<file path="src/hdl/pmrst_pkg.sv">
/*
 power monitor reset generator: shared constants and types.
 assumes a 25 MHz local clock; all times are turned into cycle counts here.
*/
package pmrst_pkg;

    // ----------------------------------------------------------------
    // timing
    // ----------------------------------------------------------------
    localparam int unsigned CLK_HZ         = 25_000_000;
    localparam int unsigned HOLD_MS        = 200;
    localparam int unsigned DELAY_MIN_MS   = 2;
    localparam int unsigned DELAY_MAX_MS   = 16;
    localparam int unsigned CYC_PER_MS     = CLK_HZ / 1000;
    localparam int unsigned HOLD_CYCLES    = HOLD_MS * CYC_PER_MS;
    localparam int unsigned DELAY_MIN_CYC  = DELAY_MIN_MS * CYC_PER_MS;
    localparam int unsigned DELAY_MAX_CYC  = DELAY_MAX_MS * CYC_PER_MS;
    localparam int unsigned CNT_W          = 23;

    // ----------------------------------------------------------------
    // sense thresholds in millivolts
    // ----------------------------------------------------------------
    localparam logic [12:0] SENSE_NORMAL_MV = 13'h12C0;
    localparam logic [12:0] SENSE_TEST_MV   = 13'h1194;

    // ----------------------------------------------------------------
    // pin levels held in the synchronisers during reset
    // ----------------------------------------------------------------
    // causes idle high; drive jumper fitted, test level off, delay zero
    localparam logic [8:0]  PIN_IDLE        = 9'h01F;

    // ----------------------------------------------------------------
    // sequencer states
    // ----------------------------------------------------------------
    typedef enum logic [2:0] {
        PMRST_ST_ACTIVE = 3'b001,
        PMRST_ST_HOLD   = 3'b010,
        PMRST_ST_RUN    = 3'b100
    } pmrst_state_t;

endpackage : pmrst_pkg

</file>
<file path="src/hdl/pmrst_generator.sv">
/*
 power monitor reset generator: drives the active-low system reset line
 from power-fail, reset key, software reset and supply-sense causes.
 assumes all cause inputs are asynchronous pins; the supply sensor itself
 is analog and reports its verdict on supplyOkN against the threshold
 chosen by senseThresholdMv; the backplane line is open-drain.
 the board's own rst is treated as a power-up: it asserts reset and the
 full hold stretch follows its release.
*/
// Behaviour
// - reset asserts for power-fail, reset key, software request or bad supply
// - power-fail low leads to reset after a 2 to 16 ms selectable delay
// - reset stays asserted while supply is reported below the threshold
// - after supply recovers, reset held at least 200 ms more
// - same 200 ms hold applies after every other cause clears
// - supply dropping in operation asserts reset at once
// - threshold is 4.8 V with jumper absent, 4.5 V when fitted
// - backplane line driven only when the drive-enable jumper is fitted, and always during board reset and just after it
`timescale 1ns/100ps
`default_nettype none
module pmrst_generator #(
    parameter int unsigned HOLD_CYC  = pmrst_pkg::HOLD_CYCLES,
    parameter int unsigned DMIN_CYC  = pmrst_pkg::DELAY_MIN_CYC,
    parameter int unsigned DMAX_CYC  = pmrst_pkg::DELAY_MAX_CYC
) (
    // clock and reset
    input  wire logic        clk_sys,
    input  wire logic        rst,
    // reset causes, all active low
    input  wire logic        powerFailN,
    input  wire logic        resetKeyN,
    input  wire logic        softResetN,
    input  wire logic        supplyOkN,
    // configuration jumpers, high when fitted
    input  wire logic        reset_drive_enable_jumper,
    input  wire logic        sense_level_select_jumper,
    input  wire logic [2:0]  powerFailDelaySel,
    // backplane open-drain reset line
    output logic             sysResetOut,
    output logic             sysResetOeN,
    // local status
    output logic             resetActive,
    output logic [12:0]      senseThresholdMv
);

    // ----------------------------------------------------------------
    // input synchronisers
    // ----------------------------------------------------------------
    // a pin pulse shorter than one clock may slip through unseen;
    // metastability freedom was chosen over catching such glitches
    localparam int unsigned NIN = 9;
    logic [NIN-1:0] pinSync;
    logic [NIN-1:0] syncRst;
    // jumpers pass the same stages: a loose jumper cannot glitch the line,
    // at the price of two cycles before a new setting takes effect
    assign syncRst = pmrst_pkg::PIN_IDLE;

    pmrst_sync #(.WIDTH(NIN)) i_pmrst_sync (
        .clk_sys    (clk_sys),
        .rst        (rst),
        .async      ({powerFailDelaySel, sense_level_select_jumper,
                      reset_drive_enable_jumper, supplyOkN, softResetN,
                      resetKeyN, powerFailN}),
        .resetValue (syncRst),
        .synced     (pinSync)
    );

    // ----------------------------------------------------------------
    // named views of the synchronised pins
    // ----------------------------------------------------------------
    logic       pfN;
    logic       keyN;
    logic       swN;
    logic       okN;
    logic       driveEn;
    logic       testLevel;
    logic [2:0] delaySel;
    assign pfN       = pinSync[0];
    assign keyN      = pinSync[1];
    assign swN       = pinSync[2];
    assign okN       = pinSync[3];
    assign driveEn   = pinSync[4];
    assign testLevel = pinSync[5];
    assign delaySel  = pinSync[8:6];

    // ----------------------------------------------------------------
    // power-fail delay
    // ----------------------------------------------------------------
    // eight settings spread evenly from the least to the longest delay;
    // integer steps may leave the top setting a few cycles short
    function automatic logic [pmrst_pkg::CNT_W-1:0] delay_of(
        input logic [2:0] sel
    );
        int unsigned span;
        span = (DMAX_CYC - DMIN_CYC) / 7;
        delay_of = pmrst_pkg::CNT_W'(DMIN_CYC + span * sel);
    endfunction : delay_of

    logic [pmrst_pkg::CNT_W-1:0] pfCount;
    logic [pmrst_pkg::CNT_W-1:0] next_pfCount;
    logic                        pfFired;
    logic                        next_pfFired;

    always_comb begin
        next_pfCount = pfCount;
        next_pfFired = pfFired;
        if (pfN) begin
            next_pfCount = '0;
            next_pfFired = 1'b0;
        end else if (!pfFired) begin
            // counts local clock cycles
            // stops at the chosen delay, so a long power fail cannot wrap
            if (pfCount >= delay_of(delaySel) - 1'b1) begin
                next_pfFired = 1'b1;
            end else begin
                next_pfCount = pfCount + 1'b1;
            end
        end
    end

    always_ff @(posedge clk_sys) begin
        if (rst) begin
            pfCount <= '0;
            pfFired <= 1'b0;
        end else begin
            pfCount <= next_pfCount;
            pfFired <= next_pfFired;
        end
    end

    // ----------------------------------------------------------------
    // cause collection
    // ----------------------------------------------------------------
    logic cause;
    // bad supply enters directly, no delay
    // software bit idles high, so only a driven low counts
    // power fail enters only once its delay has run out
    assign cause = pfFired | !keyN | !swN | !okN;

    // ----------------------------------------------------------------
    // hold sequencer
    // ----------------------------------------------------------------
    pmrst_pkg::pmrst_state_t     state;
    pmrst_pkg::pmrst_state_t     next_state;
    logic [pmrst_pkg::CNT_W-1:0] holdCount;
    logic [pmrst_pkg::CNT_W-1:0] next_holdCount;
    logic                        next_resetActive;
    logic                        next_sysResetOut;
    logic                        next_sysResetOeN;
    logic [12:0]                 next_senseThresholdMv;

    // last count value of the stretch: state and output registers add
    // the other two cycles; a hold shorter than two cycles is not usable
    localparam logic [pmrst_pkg::CNT_W-1:0] HOLD_LAST =
        pmrst_pkg::CNT_W'(HOLD_CYC - 2);

    always_comb begin
        next_state     = state;
        next_holdCount = holdCount;
        case (state)
            pmrst_pkg::PMRST_ST_ACTIVE: begin
                // stretch starts from zero on the first quiet cycle
                next_holdCount = '0;
                if (!cause) begin
                    next_state = pmrst_pkg::PMRST_ST_HOLD;
                end
            end
            pmrst_pkg::PMRST_ST_HOLD: begin
                if (cause) begin
                    // any returning cause restarts the stretch
                    next_state     = pmrst_pkg::PMRST_ST_ACTIVE;
                    next_holdCount = '0;
                end else if (holdCount >= HOLD_LAST) begin
                    next_state = pmrst_pkg::PMRST_ST_RUN;
                end else begin
                    next_holdCount = holdCount + 1'b1;
                end
            end
            pmrst_pkg::PMRST_ST_RUN: begin
                // line released; any cause takes it back at once
                if (cause) begin
                    next_state = pmrst_pkg::PMRST_ST_ACTIVE;
                end
            end
            default: begin
                next_state = pmrst_pkg::PMRST_ST_ACTIVE;
            end
        endcase

        // ------------------------------------------------------------
        // outputs follow the next state, so they move with it
        // ------------------------------------------------------------
        next_resetActive = (next_state != pmrst_pkg::PMRST_ST_RUN);
        // line pulled low only when the drive jumper is fitted
        // data bit stays low: only the enable moves, as on open drain
        next_sysResetOut = 1'b0;
        next_sysResetOeN = !(next_resetActive && driveEn);
        next_senseThresholdMv = testLevel ? pmrst_pkg::SENSE_TEST_MV
                                          : pmrst_pkg::SENSE_NORMAL_MV;
    end

    // board reset itself asserts system reset: start of a power-up
    always_ff @(posedge clk_sys) begin
        if (rst) begin
            state            <= pmrst_pkg::PMRST_ST_ACTIVE;
            holdCount        <= '0;
            resetActive      <= 1'b1;
            sysResetOut      <= 1'b0;
            sysResetOeN      <= 1'b0;
            senseThresholdMv <= pmrst_pkg::SENSE_NORMAL_MV;
        end else begin
            state            <= next_state;
            holdCount        <= next_holdCount;
            resetActive      <= next_resetActive;
            sysResetOut      <= next_sysResetOut;
            sysResetOeN      <= next_sysResetOeN;
            senseThresholdMv <= next_senseThresholdMv;
        end
    end

endmodule : pmrst_generator
`default_nettype wire

</file>
<file path="src/hdl/pmrst_sync.sv">
/*
 two flip-flop synchroniser for a bundle of asynchronous levels.
 assumes the inputs come from pins; output is safe to read after stage two.
*/
`timescale 1ns/100ps
`default_nettype none
module pmrst_sync #(
    parameter int unsigned WIDTH = 1
) (
    // clock and reset
    input  wire logic             clk_sys,
    input  wire logic             rst,
    // levels
    input  wire logic [WIDTH-1:0] async,
    input  wire logic [WIDTH-1:0] resetValue,
    output logic      [WIDTH-1:0] synced
);

    logic [WIDTH-1:0] stage1;
    logic [WIDTH-1:0] next_stage1;
    logic [WIDTH-1:0] next_synced;

    always_comb begin
        next_stage1 = async;
        next_synced = stage1;
    end

    // reset value is a constant tie at the instance, not a live signal
    always_ff @(posedge clk_sys) begin
        if (rst) begin
            stage1 <= resetValue;
            synced <= resetValue;
        end else begin
            stage1 <= next_stage1;
            synced <= next_synced;
        end
    end

endmodule : pmrst_sync
`default_nettype wire

</file>
<file path="config.mk">
export PLATFORM = sky130hd
export DESIGN_NAME = pmrst_generator
export DESIGN_NICKNAME = d
export VERILOG_FILES = /design/src/hdl/pmrst_pkg.sv /design/src/hdl/pmrst_generator.sv /design/src/hdl/pmrst_sync.sv
export SDC_FILE = /design/constraint.sdc
export NUM_CORES = 1
export LEC_CHECK = 0
export ABC_AREA = 1
export BUFFER_PORTS_ARGS = -buffer_cell sky130_fd_sc_hd__buf_2
export CAP_MARGIN = 10
export CORE_MARGIN = 2
export CORE_UTILIZATION = 58
export DETAILED_ROUTE_END_ITERATION = 6
export HOLD_SLACK_MARGIN = 0.02
export PLACE_DENSITY = 0.76
export SYNTH_ARGS = -nofsm -noshare
export SYNTH_HDL_FRONTEND = slang
export SYNTH_SLANG_ARGS = --single-unit
</file>
<file path="constraint.sdc">
create_clock -name clk_sys -period 4.6 [get_ports clk_sys]
set_input_delay 0 -clock clk_sys [delete_from_list [all_inputs] [get_ports clk_sys]]
set_output_delay 0 -clock clk_sys [all_outputs]
set_load 0.005 [all_outputs]
</file>
# Word-level counts from Yosys, hierarchy flattened
# Cells that the tools add are included.
# W data, S select, Z words.
# totals
out_inout_bits	16
register_bits	83
wordCells	46
# op_classes
reduce_logical	9
bitwise_logic	5
n_mul	1
n_mux	11
addsub	4
eq_ne	5
n_lt_le_gt_ge	2
# ops
operator	count
$add A23 B1 Y23 const B	2
$mux W23	2
$pmux W23 S2	1
$ge A23 B23 Y1	1
$ge A23 B23 Y1 const B	1
$sub A20 B1 Y21 const B	1
$add A16 B19 Y20 const A	1
$mul A12 B3 Y15 const A	1
$mux W3	4
$mux W10	1
$pmux W3 S3	1
$ne A3 B3 Y1 const B	2
$logic_not A1 Y1	4
$reduce_and A2 Y1	2
$eq A3 B1 Y1 const B	1
$eq A3 B2 Y1 const B	1
$eq A3 B3 Y1 const B	1
$or A1 B1 Y1	3
$mux W1	2
$not A1 Y1	2
$reduce_bool A2 Y1	1
$reduce_or A2 Y1	1
$logic_and A1 B1 Y1	1

# Longest topological paths before layout
# Gate-level depths: netlist of run 1.
# depth
word_depth	9
depth_mapped	22
ltp_nobuf	22

# Modules after synthesis
# From an unflattened synthesis of run 1, not the netlist that was laid out.
# hier_totals
hier_cells	751
area_unflattened_um2	5033.6
# modules_own_cells
module	instances	area_per_inst_um2	seq_area_each_um2	cells_each
pmrst_generator	1	4449.3	1081.0	685
pmrst_sync	1	584.3	360.3	66

# Worst setup path before layout of run 1
# OpenSTA, ideal clock, no wires.
# synth_path
kind	reg2reg
startpoint	register i_pmrst_sync.synced[7]
endpoint	register pfCount[14] in the netlist's numbering
setup_time_ps	70
stages_incl_launch_ff	22
path_slack_ps	1284
arrival_time_ps	3245
path_cell_list	dfxtp_1 inv_1 ha_1 inv_1 ha_1 clkbuf_1 nand3_1 nand3b_1 xor2_1 nand3_1 xor2_1 ha_1 nand2_1 inv_1 o21bai_1 nand3_1 nand2_1 nand3_1 nor2_4 buf_4 nand3_1 a21oi_1
# synth_between
elab_chain_cells	6
# synth_lines
element	line_no	text
start: declaration	pmrst_sync.sv:16	output logic [WIDTH-1:0] synced
start signal: assignment	pmrst_sync.sv:32	synced <= resetValue;
start signal: assignment	pmrst_sync.sv:35	synced <= next_synced;
$mul A12 B3 Y15	pmrst_generator.sv:96	delay_of = pmrst_pkg::CNT_W'(DMIN_CYC + span * sel);
$add A16 B19 Y20	pmrst_generator.sv:96	
$sub A20 B1 Y21	pmrst_generator.sv:113	if (pfCount >= delay_of(delaySel) - 1'b1) begin
$ge A23 B23 Y1	pmrst_generator.sv:113	
$not A1 Y1 (no source line)	n/a	
$reduce_and A2 Y1 (no source line)	n/a	
end signal: assignment	pmrst_generator.sv:126	pfCount <= next_pfCount;
end: declaration	pmrst_generator.sv:99	logic [pmrst_pkg::CNT_W-1:0] pfCount;
# Every way passes these cells.
# A chain may end at the register's enable or synchronous reset.

# Worst setup path in the final report of run 1
# layout_path
startpoint	register i_pmrst_sync.synced[7]
endpoint	register pfCount[1] in the netlist's numbering
# Same word-level chain as after synthesis.

==> metrics, run 1 <==
Final period util=82.94%; ys async rst share=0%; clk_lat worst skew=0.35 ns; Synth cell types=roughly 40; HP Class=in -> reg; CP cell instances=inv_1, ha_1, inv_1, ha_1, nand3_1, nand3b_1, xor2_1, nand3_1, xor2_1, ha_1, nand2_1, inv_1, o21bai_1, nand3_1, nand2_1, nand4_2, nor2_1, nand2_1, nand2_1, nor2_1; Vias/cell=5.353; CTS tree=yes; DR DRC count=0; hold depth=2; layout cell share with drive strength beyond 1=10.60%; CP max-delay cell=dfxtp_1; #FFs+latches synth=72; first-pass GRT wire length=19.22 mm; r2r setup slk=0.78 ns; slack of the critical path=0.7845 ns; IO buf count=17; Detailed Route WL=11.36 mm; Post-Layout Cell Count=around 840; Fin. Hold Viols=0; initial antenna violation count=0; number of I/O pins=27; Bufs and invs on worst path=3; setup_tns=0 ns; Syn. warnings=0; unrepaired setup endpoints after global routing=false; EDFF count, synth=0; # rows=33; Core Region=8175 sq um; Final Util=63.68%; outcome=finished clean; Initial Utilization=59.75%; kind of critical path=reg -> reg; vias=4,502; Iter 0 DRT Violations=~180; antenna diode count=0; Crit path max-delay family=simple AND/OR/NAND/NOR gates; synthesized netlist cell count=720; critical path depth=20; reg2reg start=i_pmrst_sync.synced[7]$_SDFF_PP0_; placed instance area=4912 sq um; CP Max Fanout=19; Seq/Total Area, Yosys=29.51%; Mean Syn Cell Area=about 6.8 sq um; path depth of the worst reg2reg path=20; fmax=262.1 MHz; required time of the critical path=about 4.9 ns; cell area after synthesis=4885 sq um; clock sink total=72; Setup crit start kind=register; gpl congestion=0.9751; Finished Cell Area=5206 sq um; total gr overflow=0; Crit path largest cell delay=0.44 ns; Max Transition Viols Final=0; Die Y=95.77 microns; Die W=around 96 microns; Leak=between 2 and 2.5 nW; Slew HR=45.22%; DIE AREA=9172 sq um; largest net degree at the start of global routing=43; vias in the first global route=4,274; Max VDD drop=0.2021 mV; Top FF cell, synth=dfxtp_1; HPWL after DPL=8.126 mm; # resized after CTS=0; Reg clk slew, reported paths=0.09 ns; Tmin final=about 3.8 ns; pwr/cell area=305.2 nW/um^2; # nets final=around 770; H-tree level count=3; WP data arrival=4.07 ns; Area Overhead vs Synth=6.583%; CTS Buf Count=9; placed insts=816; Tot GR Track Use=26.40%; Clock Skew=0.01001 ns; clock root cell=clkbuf_8; Reg-to-Reg End=pfCount[1]$_SDFFE_PP0P_; Final Setup Violations=0; Clock Path Buffers=2; max-cap violations=0; crit-path most repeated cell=nand2_1; Place WS=slightly above 0.8 ns; routed wire length per instance=approximately 14 microns; hold path startpoint=rst; antenna-violating nets left=0; crit end category=register; Worst Tran Pin Value=about 0.82 ns; DR pass1 iterations=5; Hold EP=i_pmrst_sync.next_synced[7]$_SDFF_PP0_
==> cell usage after synthesis (12+ instances only) <==
| library cell | instances | area [sq um] |
|---|---|---|
| nand4_1 | 13 | 81.33 |
| clkbuf_1 | 14 | 52.55 |
| nand3_1 | 71 | 355.3 |
| xor2_1 | 29 | 254.0 |
| nor3_1 | 26 | 130.1 |
| a21oi_1 | 40 | 200.2 |
| dfxtp_1 | 72 | 1441 |
| ha_1 | 29 | 362.9 |
| or2_2 | 12 | 75.07 |
| inv_1 | 76 | 285.3 |
| nand2_1 | 141 | 529.3 |
| nor2_1 | 91 | 341.6 |
| buf_4 | 13 | 97.59 |
| o21ai_0 | 22 | 110.1 |
==> placed cells by master, fill, tap and decap left out, types with 12 or more instances in the layout <==
master	synthesis	routed
a21oi_1	40	40
buf_2	3	17
dfxtp_1	72	72
ha_1	29	29
inv_1	76	76
nand2_1	141	141
nand3_1	71	71
nand4_1	13	13
nor2_1	91	91
nor3_1	26	26
o21ai_0	22	22
or2_2	12	12
xor2_1	29	29
==> timing repair <==
action | CTS | global route
hold buffers | 9 | 0
endpoints found under the setup margin | 0 | 0
endpoints found under the hold margin | 9 | 0
setup buffers | 0 | 0
==> layer usage <==
metal  vias to the layer above  part of all wire, %  global-route usage [%]
li1                       2333                    -                       -
met2                       108                   51                   48.25
met4                         0                  2.8                   11.79
met1                      2034                   43                   30.10
met3                        27                  3.6                   4.150
met5                         -                    0                       0
==> worst max path at each step <==
stage	slack, ns	endpoint	from
floorplan	1.28	pfCount[14]$_SDFFE_PP0P_	i_pmrst_sync.synced[7]$_SDFF_PP0_
global placement	1.09	pfCount[1]$_SDFFE_PP0P_	i_pmrst_sync.synced[7]$_SDFF_PP0_
detailed placement	0.81	pfCount[1]$_SDFFE_PP0P_	i_pmrst_sync.synced[7]$_SDFF_PP0_
CTS	0.80	pfCount[1]$_SDFFE_PP0P_	i_pmrst_sync.synced[7]$_SDFF_PP0_
global route	0.46	pfCount[1]$_SDFFE_PP0P_	i_pmrst_sync.synced[7]$_SDFF_PP0_
finish	0.78	pfCount[1]$_SDFFE_PP0P_	i_pmrst_sync.synced[7]$_SDFF_PP0_
==> flip-flops by register name (all words and copies together) (netlist names) <==
register,cells
state,3
pfCount,23
i_pmrst_sync.next_synced,9
sysResetOeN,1
senseThresholdMv,2
resetActive,1
holdCount,23
i_pmrst_sync.synced,9
pfFired,1
==> logic make-up after synthesis <==
family	synth area share, %
other cells	0.1537
fa+ha+maj	7.428
buf+inv	10.94
flops	29.51
compound gates	8.991
simple gates	36.17
xor+xnor	6.814
==> power by group <==
part	leakage, nW	switching [mW]	internal (mW)
registers	0.586	0.0311	0.662
clock network	0.0960	0.258	0.255
logic	1.44	0.277	0.106
total	2.12	0.566	1.02
==> cell type report <==
| type | count | area [sq um] |
|---|---|---|
| clock buffers | 9 | 123.9 |
| clock inverters | 7 | 80.08 |
| fillers | 766 | 2969 |
| inverters | 81 | 304.0 |
| multi-input cells | 539 | 2935 |
| flip-flops and latches | 72 | 1441 |
| well taps | 105 | 131.4 |
| repair buffers | 28 | 190.2 |
==> through the flow <==
step	hold WS, ns	power [mW]
3_3_place_gp	0.1808	1.064
6_report	0.2415	1.589
2_1_floorplan	0.1038	1.027
5_1_grt	0.2651	1.677
4_1_cts	0.2185	1.597
3_5_place_dp	0.1870	1.077
==> worst register-to-register path, cell delays in order (launching register included) <==
cell	delay [ns]
dfxtp_1	0.44
inv_1	0.12
ha_1	0.29
inv_1	0.04
ha_1	0.41
nand3_1	0.11
nand3b_1	0.11
xor2_1	0.25
nand3_1	0.12
xor2_1	0.17
ha_1	0.31
nand2_1	0.07
inv_1	0.03
o21bai_1	0.11
nand3_1	0.10
nand2_1	0.11
nand4_2	0.37
nor2_1	0.37
nand2_1	0.09
nand2_1	0.07
nor2_1	0.04
(Power assumes the default switching activity.)
==> run 2, diff against run 1 <==
--- a/config.mk
+++ b/config.mk
@@ -9,10 +9,10 @@
 export BUFFER_PORTS_ARGS = -buffer_cell sky130_fd_sc_hd__buf_2
 export CAP_MARGIN = 10
 export CORE_MARGIN = 2
-export CORE_UTILIZATION = 58
+export CORE_UTILIZATION = 56
 export DETAILED_ROUTE_END_ITERATION = 6
 export HOLD_SLACK_MARGIN = 0.02
-export PLACE_DENSITY = 0.76
+export PLACE_DENSITY = 0.77
 export SYNTH_ARGS = -nofsm -noshare
 export SYNTH_HDL_FRONTEND = slang
 export SYNTH_SLANG_ARGS = --single-unit
==> constraint.sdc (replaced) <==
create_clock -name clk_sys -period 3.5 [get_ports clk_sys]
set_input_delay 0 -clock clk_sys [delete_from_list [all_inputs] [get_ports clk_sys]]
set_output_delay 0 -clock clk_sys [all_outputs]
set_load 0.005 [all_outputs]
==> run 2 against run 1 <==
Net effect:
- clock-buffer cell count increased by 2
- maximum frequency increased by 14%
- first-iteration DRC count up 2.2%
- power up 28%
- clock skew is 0.0025 ns higher
- die area is 3.4% higher
- worst setup slack worse by 0.62 ns
- critical path depth shrank 2
- core utilization down 1.6 points
- sequential share of layout area decreased by 0.61 points
- critical endpoint is now pfCount[8]$_SDFFE_PP0P_
- highest routed layer unchanged
==> metrics, run 2 (same netlist as run 1, synthesis figures left out) <==
required time of the critical path=3.70 ns (-1.15 ns); antenna diode count=0 (unchanged); Logic pwr share=25.3% (+1.2 points); H-tree level count=3 (unchanged); Die Y=97.40 microns (+1.7%); Max Transition Viols Final=0 (unchanged); Crit path max-delay family=adder cells; vias=4,572 (+1.6%); CTS Buf Count=9 (unchanged); antenna-violating nets left=0 (unchanged); GR peak layer=met2; Iter 0 DRT Violations=185 (+2.2%); Reg clk slew, reported paths=0.08 ns (about the same); critical path depth=18 (-10%); Finished Cell Area=5338 sq um (+2.5%); Multi-input gate area=3008 sq um (+2.5%); DIE AREA=9486 sq um (+3.4%); Tmin final=3.335 ns (-0.4803 ns); Place WS=-0.1259 ns (-0.9324 ns); vias in the first global route=4,235 (-0.91%); total gr overflow=0 (unchanged); kind of critical path=reg -> reg; Fin. Hold Viols=0 (unchanged); # rows=34 (+3.0%); Core Region=8593 sq um (+5.1%); Clock Skew=0.01253 ns (+0.002516 ns); crit-path most repeated cell=ha_1; placed instance area=4946 sq um (+0.69%); grt met3 use=3.885% (-0.27 points); IO buf count=17 (unchanged); slack of the critical path=0.1648 ns (-0.6197 ns); GR Layer Usage met2=44.40% (-3.8 points); internal power=1.311 mW (+28%); CP cell instances=buf_4, ha_1, ha_1, inv_1, xor2_1, nand2_1, nand3_1, xor2_1, ha_1, nand2_1, inv_1, o21bai_1, nand3_1, nand2_2, nand4_4, buf_4, o21ai_0, a21oi_1; switching pwr=719.7 uW (+27%); hold depth=2 (unchanged); layout cell share with drive strength beyond 1=13.17% (+2.6 points); CP max-delay cell=ha_1; gpl congestion=0.9023 (-7.5%); clock power share=30.0% (-2.3 points); Vias/cell=5.366 (+0.24%); CP Max Fanout=10 (-9); pwr/cell area=380.4 nW/um^2 (+25%); Final period util=95.29% (+12 points); Final Setup Violations=0 (unchanged); most frequent cells in the layout=nand2_1, nor2_1, inv_1; WP data arrival=3.54 ns (-0.53 ns); FF/Latch Area=1445 sq um (+0.26%); Detailed Route WL=11.58 mm (+1.9%); CTS tree=yes; max-cap violations=0 (unchanged); largest registers=holdCount: 23 flops, pfCount: 23 flops; HPWL after DPL=8.140 mm (+0.18%); Area Overhead vs Synth=9.273%; # nets final=780 (+1.2%); HP Class=in -> reg; clock sink total=72 (unchanged); Crit path largest cell delay=0.38 ns (-0.06 ns); first-pass GRT wire length=19.22 mm (unchanged); placed insts=823 (+0.86%); clock root cell=clkbuf_8; switching share of power=35.45% (-0.17 points); Die W=97.40 microns (+1.7%); Filler cells=816 (+6.5%); Bufs and invs on worst path=4 (+1); routed wire length per instance=13.59 microns (+0.62%); DR pass1 iterations=5 (unchanged); DR DRC count=0 (unchanged); fmax=299.8 MHz (+14%); most common cell after layout, fill and taps aside=nand2_1; outcome=finished clean; largest net degree at the start of global routing=43 (unchanged); path depth of the worst reg2reg path=18 (-10%); Initial Utilization=56.84% (-2.9 points); crit end category=register; Clock Path Buffers=2 (unchanged); number of I/O pins=27 (unchanged); met1 Track Usage GR=28.27% (-1.8 points); Leak=2.174 nW (+2.6%); Max VDD drop=0.2845 mV (+41%); Tot GR Track Use=24.15% (-2.2 points); Slew HR=46.82% (+1.6 points); Worst Tran Pin Value=0.7977 ns (-0.02391 ns); Setup crit start kind=register; initial antenna violation count=0 (unchanged); Reg power frac=44.7% (+1.1 points); Post-Layout Cell Count=852 (+1.3%); clk_lat worst skew=0.34 ns (about the same)
-- run 2: per-stage QoR --
stage / setup TNS [ns] / hold slack, ns / power [mW] / util [%]
after floorplan: 0 / 0.1038 / 1.350 / -
after global placement: 0 / 0.1828 / 1.395 / 57.56
after detailed placement: -1.766 / 0.1849 / 1.415 / 57.56
after CTS: 0 / 0.2239 / 2.031 / 60.99
after global routing: -0.5509 / 0.2553 / 2.151 / 62.11
final: 0 / 0.2422 / 2.031 / 62.11
-- run 2: path summary, 6_finish.rpt --
path / startpoint / end / slack [ns]
max reg2reg: i_pmrst_sync.synced[6]$_SDFF_PP0_ / pfCount[8]$_SDFFE_PP0P_ / 0.16
min: rst / i_pmrst_sync.synced[8]$_SDFF_PP0_ / 0.24
min reg2reg: i_pmrst_sync.next_synced[7]$_SDFF_PP0_ / i_pmrst_sync.synced[7]$_SDFF_PP0_ / 0.39
max: i_pmrst_sync.synced[6]$_SDFF_PP0_ / pfCount[8]$_SDFFE_PP0P_ / 0.16
-- run 2: power by group through the flow --
stage	clock [mW]	combinational [mW]	sequential, mW
finish	0.609	0.513	0.908
global route	0.670	0.566	0.915
CTS	0.625	0.498	0.908
detailed placement	0	0.489	0.926
global placement	0	0.472	0.923
floorplan	0	0.428	0.922
-- run 2: cell type report --
class / count / share of cell area (%)
Timing Repair Buffer: 37 / 4.970
Clock buffer: 11 / 2.836
Clock inverter: 4 / 0.5391
Multi-Input combinational cell: 539 / 56.35
Inverter: 81 / 5.696
Tap cell: 108 / 2.532
Sequential cell: 72 / 27.07
-- run 2: what timing repair did --
action / CTS / global route
resized for setup: 2 / 18
pin swaps: 1 / 7
endpoints found under the setup margin: 19 / 22
hold endpoints to repair: 9 / 0
hold buffers: 9 / 0
buffers inserted: 2 / 3
-- run 2: routing by layer --
| metal | vias up | routed length (microns) |
|---|---|---|
| met2 | 96 | 6063 |
| li1 | 2357 | - |
| met5 | - | 0 |
| met4 | 0 | 213 |
| met3 | 22 | 448 |
| met1 | 2097 | 4853 |
-- run 2: worst register-to-register path, cell delays in order (launching register included) --
cell,delay [ns]
dfxtp_1,0.31
buf_4,0.16
ha_1,0.39
ha_1,0.26
inv_1,0.07
xor2_1,0.25
nand2_1,0.15
nand3_1,0.12
xor2_1,0.16
ha_1,0.28
nand2_1,0.07
inv_1,0.03
o21bai_1,0.13
nand3_1,0.12
nand2_2,0.12
nand4_4,0.13
buf_4,0.20
o21ai_0,0.16
a21oi_1,0.09
==> run 3, diff against run 2 <==
--- a/config.mk
+++ b/config.mk
@@ -9,10 +9,10 @@
 export BUFFER_PORTS_ARGS = -buffer_cell sky130_fd_sc_hd__buf_2
 export CAP_MARGIN = 10
 export CORE_MARGIN = 2
-export CORE_UTILIZATION = 56
+export CORE_UTILIZATION = 50
 export DETAILED_ROUTE_END_ITERATION = 6
 export HOLD_SLACK_MARGIN = 0.02
-export PLACE_DENSITY = 0.77
+export PLACE_DENSITY = 0.7
 export SYNTH_ARGS = -nofsm -noshare
 export SYNTH_HDL_FRONTEND = slang
 export SYNTH_SLANG_ARGS = --single-unit
==> run 3 against run 2 <==
Net effect:
- sequential power barely moved
- maximum frequency up 2.0%
- hold slack got worse by 0.019 ns
- highest routed layer unchanged
- combinational power up 0.8%
- non-clock buffer count up 1
- die area up 11%
- largest power group unchanged
- via count fell by 1.4%
- global-route usage is 1.3 points lower
- clock-buffer cell count decreased by 2
- power rose by 2.1%
==> metrics, run 3 (same netlist as run 1, synthesis figures left out) <==
hold depth=2 (unchanged); DR DRC count=0 (unchanged); Initial Utilization=50.67% (-6.2 points); Worst Tran Pin Value=0.7967 ns (-0.001010 ns); Tmin final=3.271 ns (-0.06380 ns); Core Region=9639 sq um (+12%); largest net degree at the start of global routing=43 (unchanged); CTS tree=yes; most common cell after layout, fill and taps aside=nand2_1; DIE AREA=10,580 sq um (+11%); WP data arrival=3.48 ns (-0.06 ns); antenna diode count=0 (unchanged); required time of the critical path=3.71 ns (about the same); most frequent cells in the layout=nand2_1, nor2_1, inv_1; Final Setup Violations=0 (unchanged); critical path depth=18 (unchanged); # rows=36 (+5.9%); layout cell share with drive strength beyond 1=12.73% (-0.44 points); Reg clk slew, reported paths=0.10 ns (+0.02 ns); GR Layer Usage met2=43.09% (-1.3 points); met1 Track Usage GR=26.11% (-2.2 points); Final period util=93.47% (-1.8 points); initial antenna violation count=0 (unchanged); vias=4,508 (-1.4%); Clock Path Buffers=2 (unchanged); fmax=305.7 MHz (+2.0%); placed instance area=4985 sq um (+0.78%); Die W=102.8 microns (+5.6%); HPWL after DPL=8.338 mm (+2.4%); total power=2.074 mW (+2.1%); Setup crit start kind=register; CP cell instances=inv_1, ha_1, xor2_2, nand3_1, nand2_1, xor2_2, nand3_1, xor2_1, ha_1, nand2_1, inv_1, o21bai_1, nand3_1, nand2_2, nand4_4, buf_6, o21ai_1, a21oi_1; CP max-delay cell=dfxtp_2; outcome=finished clean; Detailed Route WL=11.59 mm (+0.13%); Crit path largest cell delay=0.38 ns (about the same); Area Overhead vs Synth=10.07%; Die Y=102.8 microns (+5.6%); Crit path max-delay family=simple AND/OR/NAND/NOR gates; Filler cells=975 (+19%); Slew HR=46.89% (+0.067 points); kind of critical path=reg -> reg; Clock Skew=0.01568 ns (+0.003155 ns); total gr overflow=0 (unchanged); FF/Latch Area=1443 sq um (-0.17%); pwr/cell area=385.7 nW/um^2 (+1.4%); vias in the first global route=4,260 (+0.59%); crit-path most repeated cell=nand3_1; crit end category=register; routed wire length per instance=13.19 microns (-2.9%); Tot GR Track Use=22.85% (-1.3 points); Max VDD drop=0.2497 mV (-12%); Bufs and invs on worst path=3 (-1); GR peak layer=met2; # nets final=781 (+0.13%); Multi-input gate area=2989 sq um (-0.62%); Fin. Hold Viols=0 (unchanged); WHS=0.2236 ns (-0.01854 ns); number of I/O pins=27 (unchanged); gpl congestion=0.9572 (+6.1%); setup_tns=0 ns (unchanged); Iter 0 DRT Violations=227 (+23%); first-pass GRT wire length=19.22 mm (unchanged); H-tree level count=3 (unchanged); max-cap violations=0 (unchanged); CP Max Fanout=12 (+2); path depth of the worst reg2reg path=18 (unchanged); grt met3 use=3.864% (-0.020 points); clock sink total=72 (unchanged); Finished Cell Area=5376 sq um (+0.73%); placed insts=849 (+3.2%); clk_lat worst skew=0.36 ns (+0.02 ns); Max Transition Viols Final=0 (unchanged); largest registers=holdCount: 23 flops, pfCount: 23 flops; Vias/cell=5.129 (-4.4%); CTS Buf Count=9 (unchanged); Post-Layout Cell Count=879 (+3.2%); Leak=2.183 nW (+0.41%); clock root cell=clkbuf_8; HP Class=in -> reg; antenna-violating nets left=0 (unchanged); DR pass1 iterations=6 (+1); IO buf count=17 (unchanged)
[run 3: metrics by stage]
stage / util (%) / setup WS, ns
2_1_floorplan: - / 0.1841
3_3_place_gp: 51.71 / 0.1686
3_5_place_dp: 51.71 / 0.01868
4_1_cts: 54.89 / 0.04714
5_1_grt: 55.78 / -0.08750
6_report: 55.78 / 0.2286
[run 3: layout make-up]
type                       instances  share of cell area (%)
inverter                          81                   5.655
clock buffer                       9                   2.304
tap                              133                   3.095
clock inverter                     7                   1.210
multi-input combinational        539                   55.60
sequential                        72                   26.83
timing repair buffer              38                   5.306
[run 3: layer usage]
metal	wire [microns]	vias up
li1	-	2351
met1	4991	2074
met2	6125	69
met3	308	14
met4	167	0
met5	0	-
[run 3: what timing repair did]
item                                    4_1_cts  5_1_grt
hold buffers                                  9        0
pin swaps                                     1        5
setup buffers                                 2        3
hold endpoints to repair                      9        0
endpoints found under the setup margin        1       22
gates resized for setup                       0       12
[run 3: where the power goes]
| group | internal, mW | switching [mW] |
|---|---|---|
| registers | 0.870 | 0.0371 |
| clock network | 0.277 | 0.372 |
| logic | 0.148 | 0.369 |
[run 3: final timing paths]
kind | slack [ns] | end | from
setup / recovery | 0.23 | pfCount[8]$_SDFFE_PP0P_ | i_pmrst_sync.synced[6]$_SDFF_PP0_
setup reg to reg | 0.23 | pfCount[8]$_SDFFE_PP0P_ | i_pmrst_sync.synced[6]$_SDFF_PP0_
hold reg to reg | 0.40 | i_pmrst_sync.synced[6]$_SDFF_PP0_ | i_pmrst_sync.next_synced[6]$_SDFF_PP0_
hold / removal | 0.22 | state[1]$_SDFF_PP0_ | rst
[run 3: worst register-to-register path, stage by stage (launching register included)]
cell and delay, ns:
dfxtp_2 0.38, inv_1 0.08, ha_1 0.34, xor2_2 0.19, nand3_1 0.10, nand2_1 0.14
xor2_2 0.23, nand3_1 0.13, xor2_1 0.16, ha_1 0.33, nand2_1 0.07, inv_1 0.03
o21bai_1 0.12, nand3_1 0.10, nand2_2 0.10, nand4_4 0.16, buf_6 0.20, o21ai_1 0.16
a21oi_1 0.10
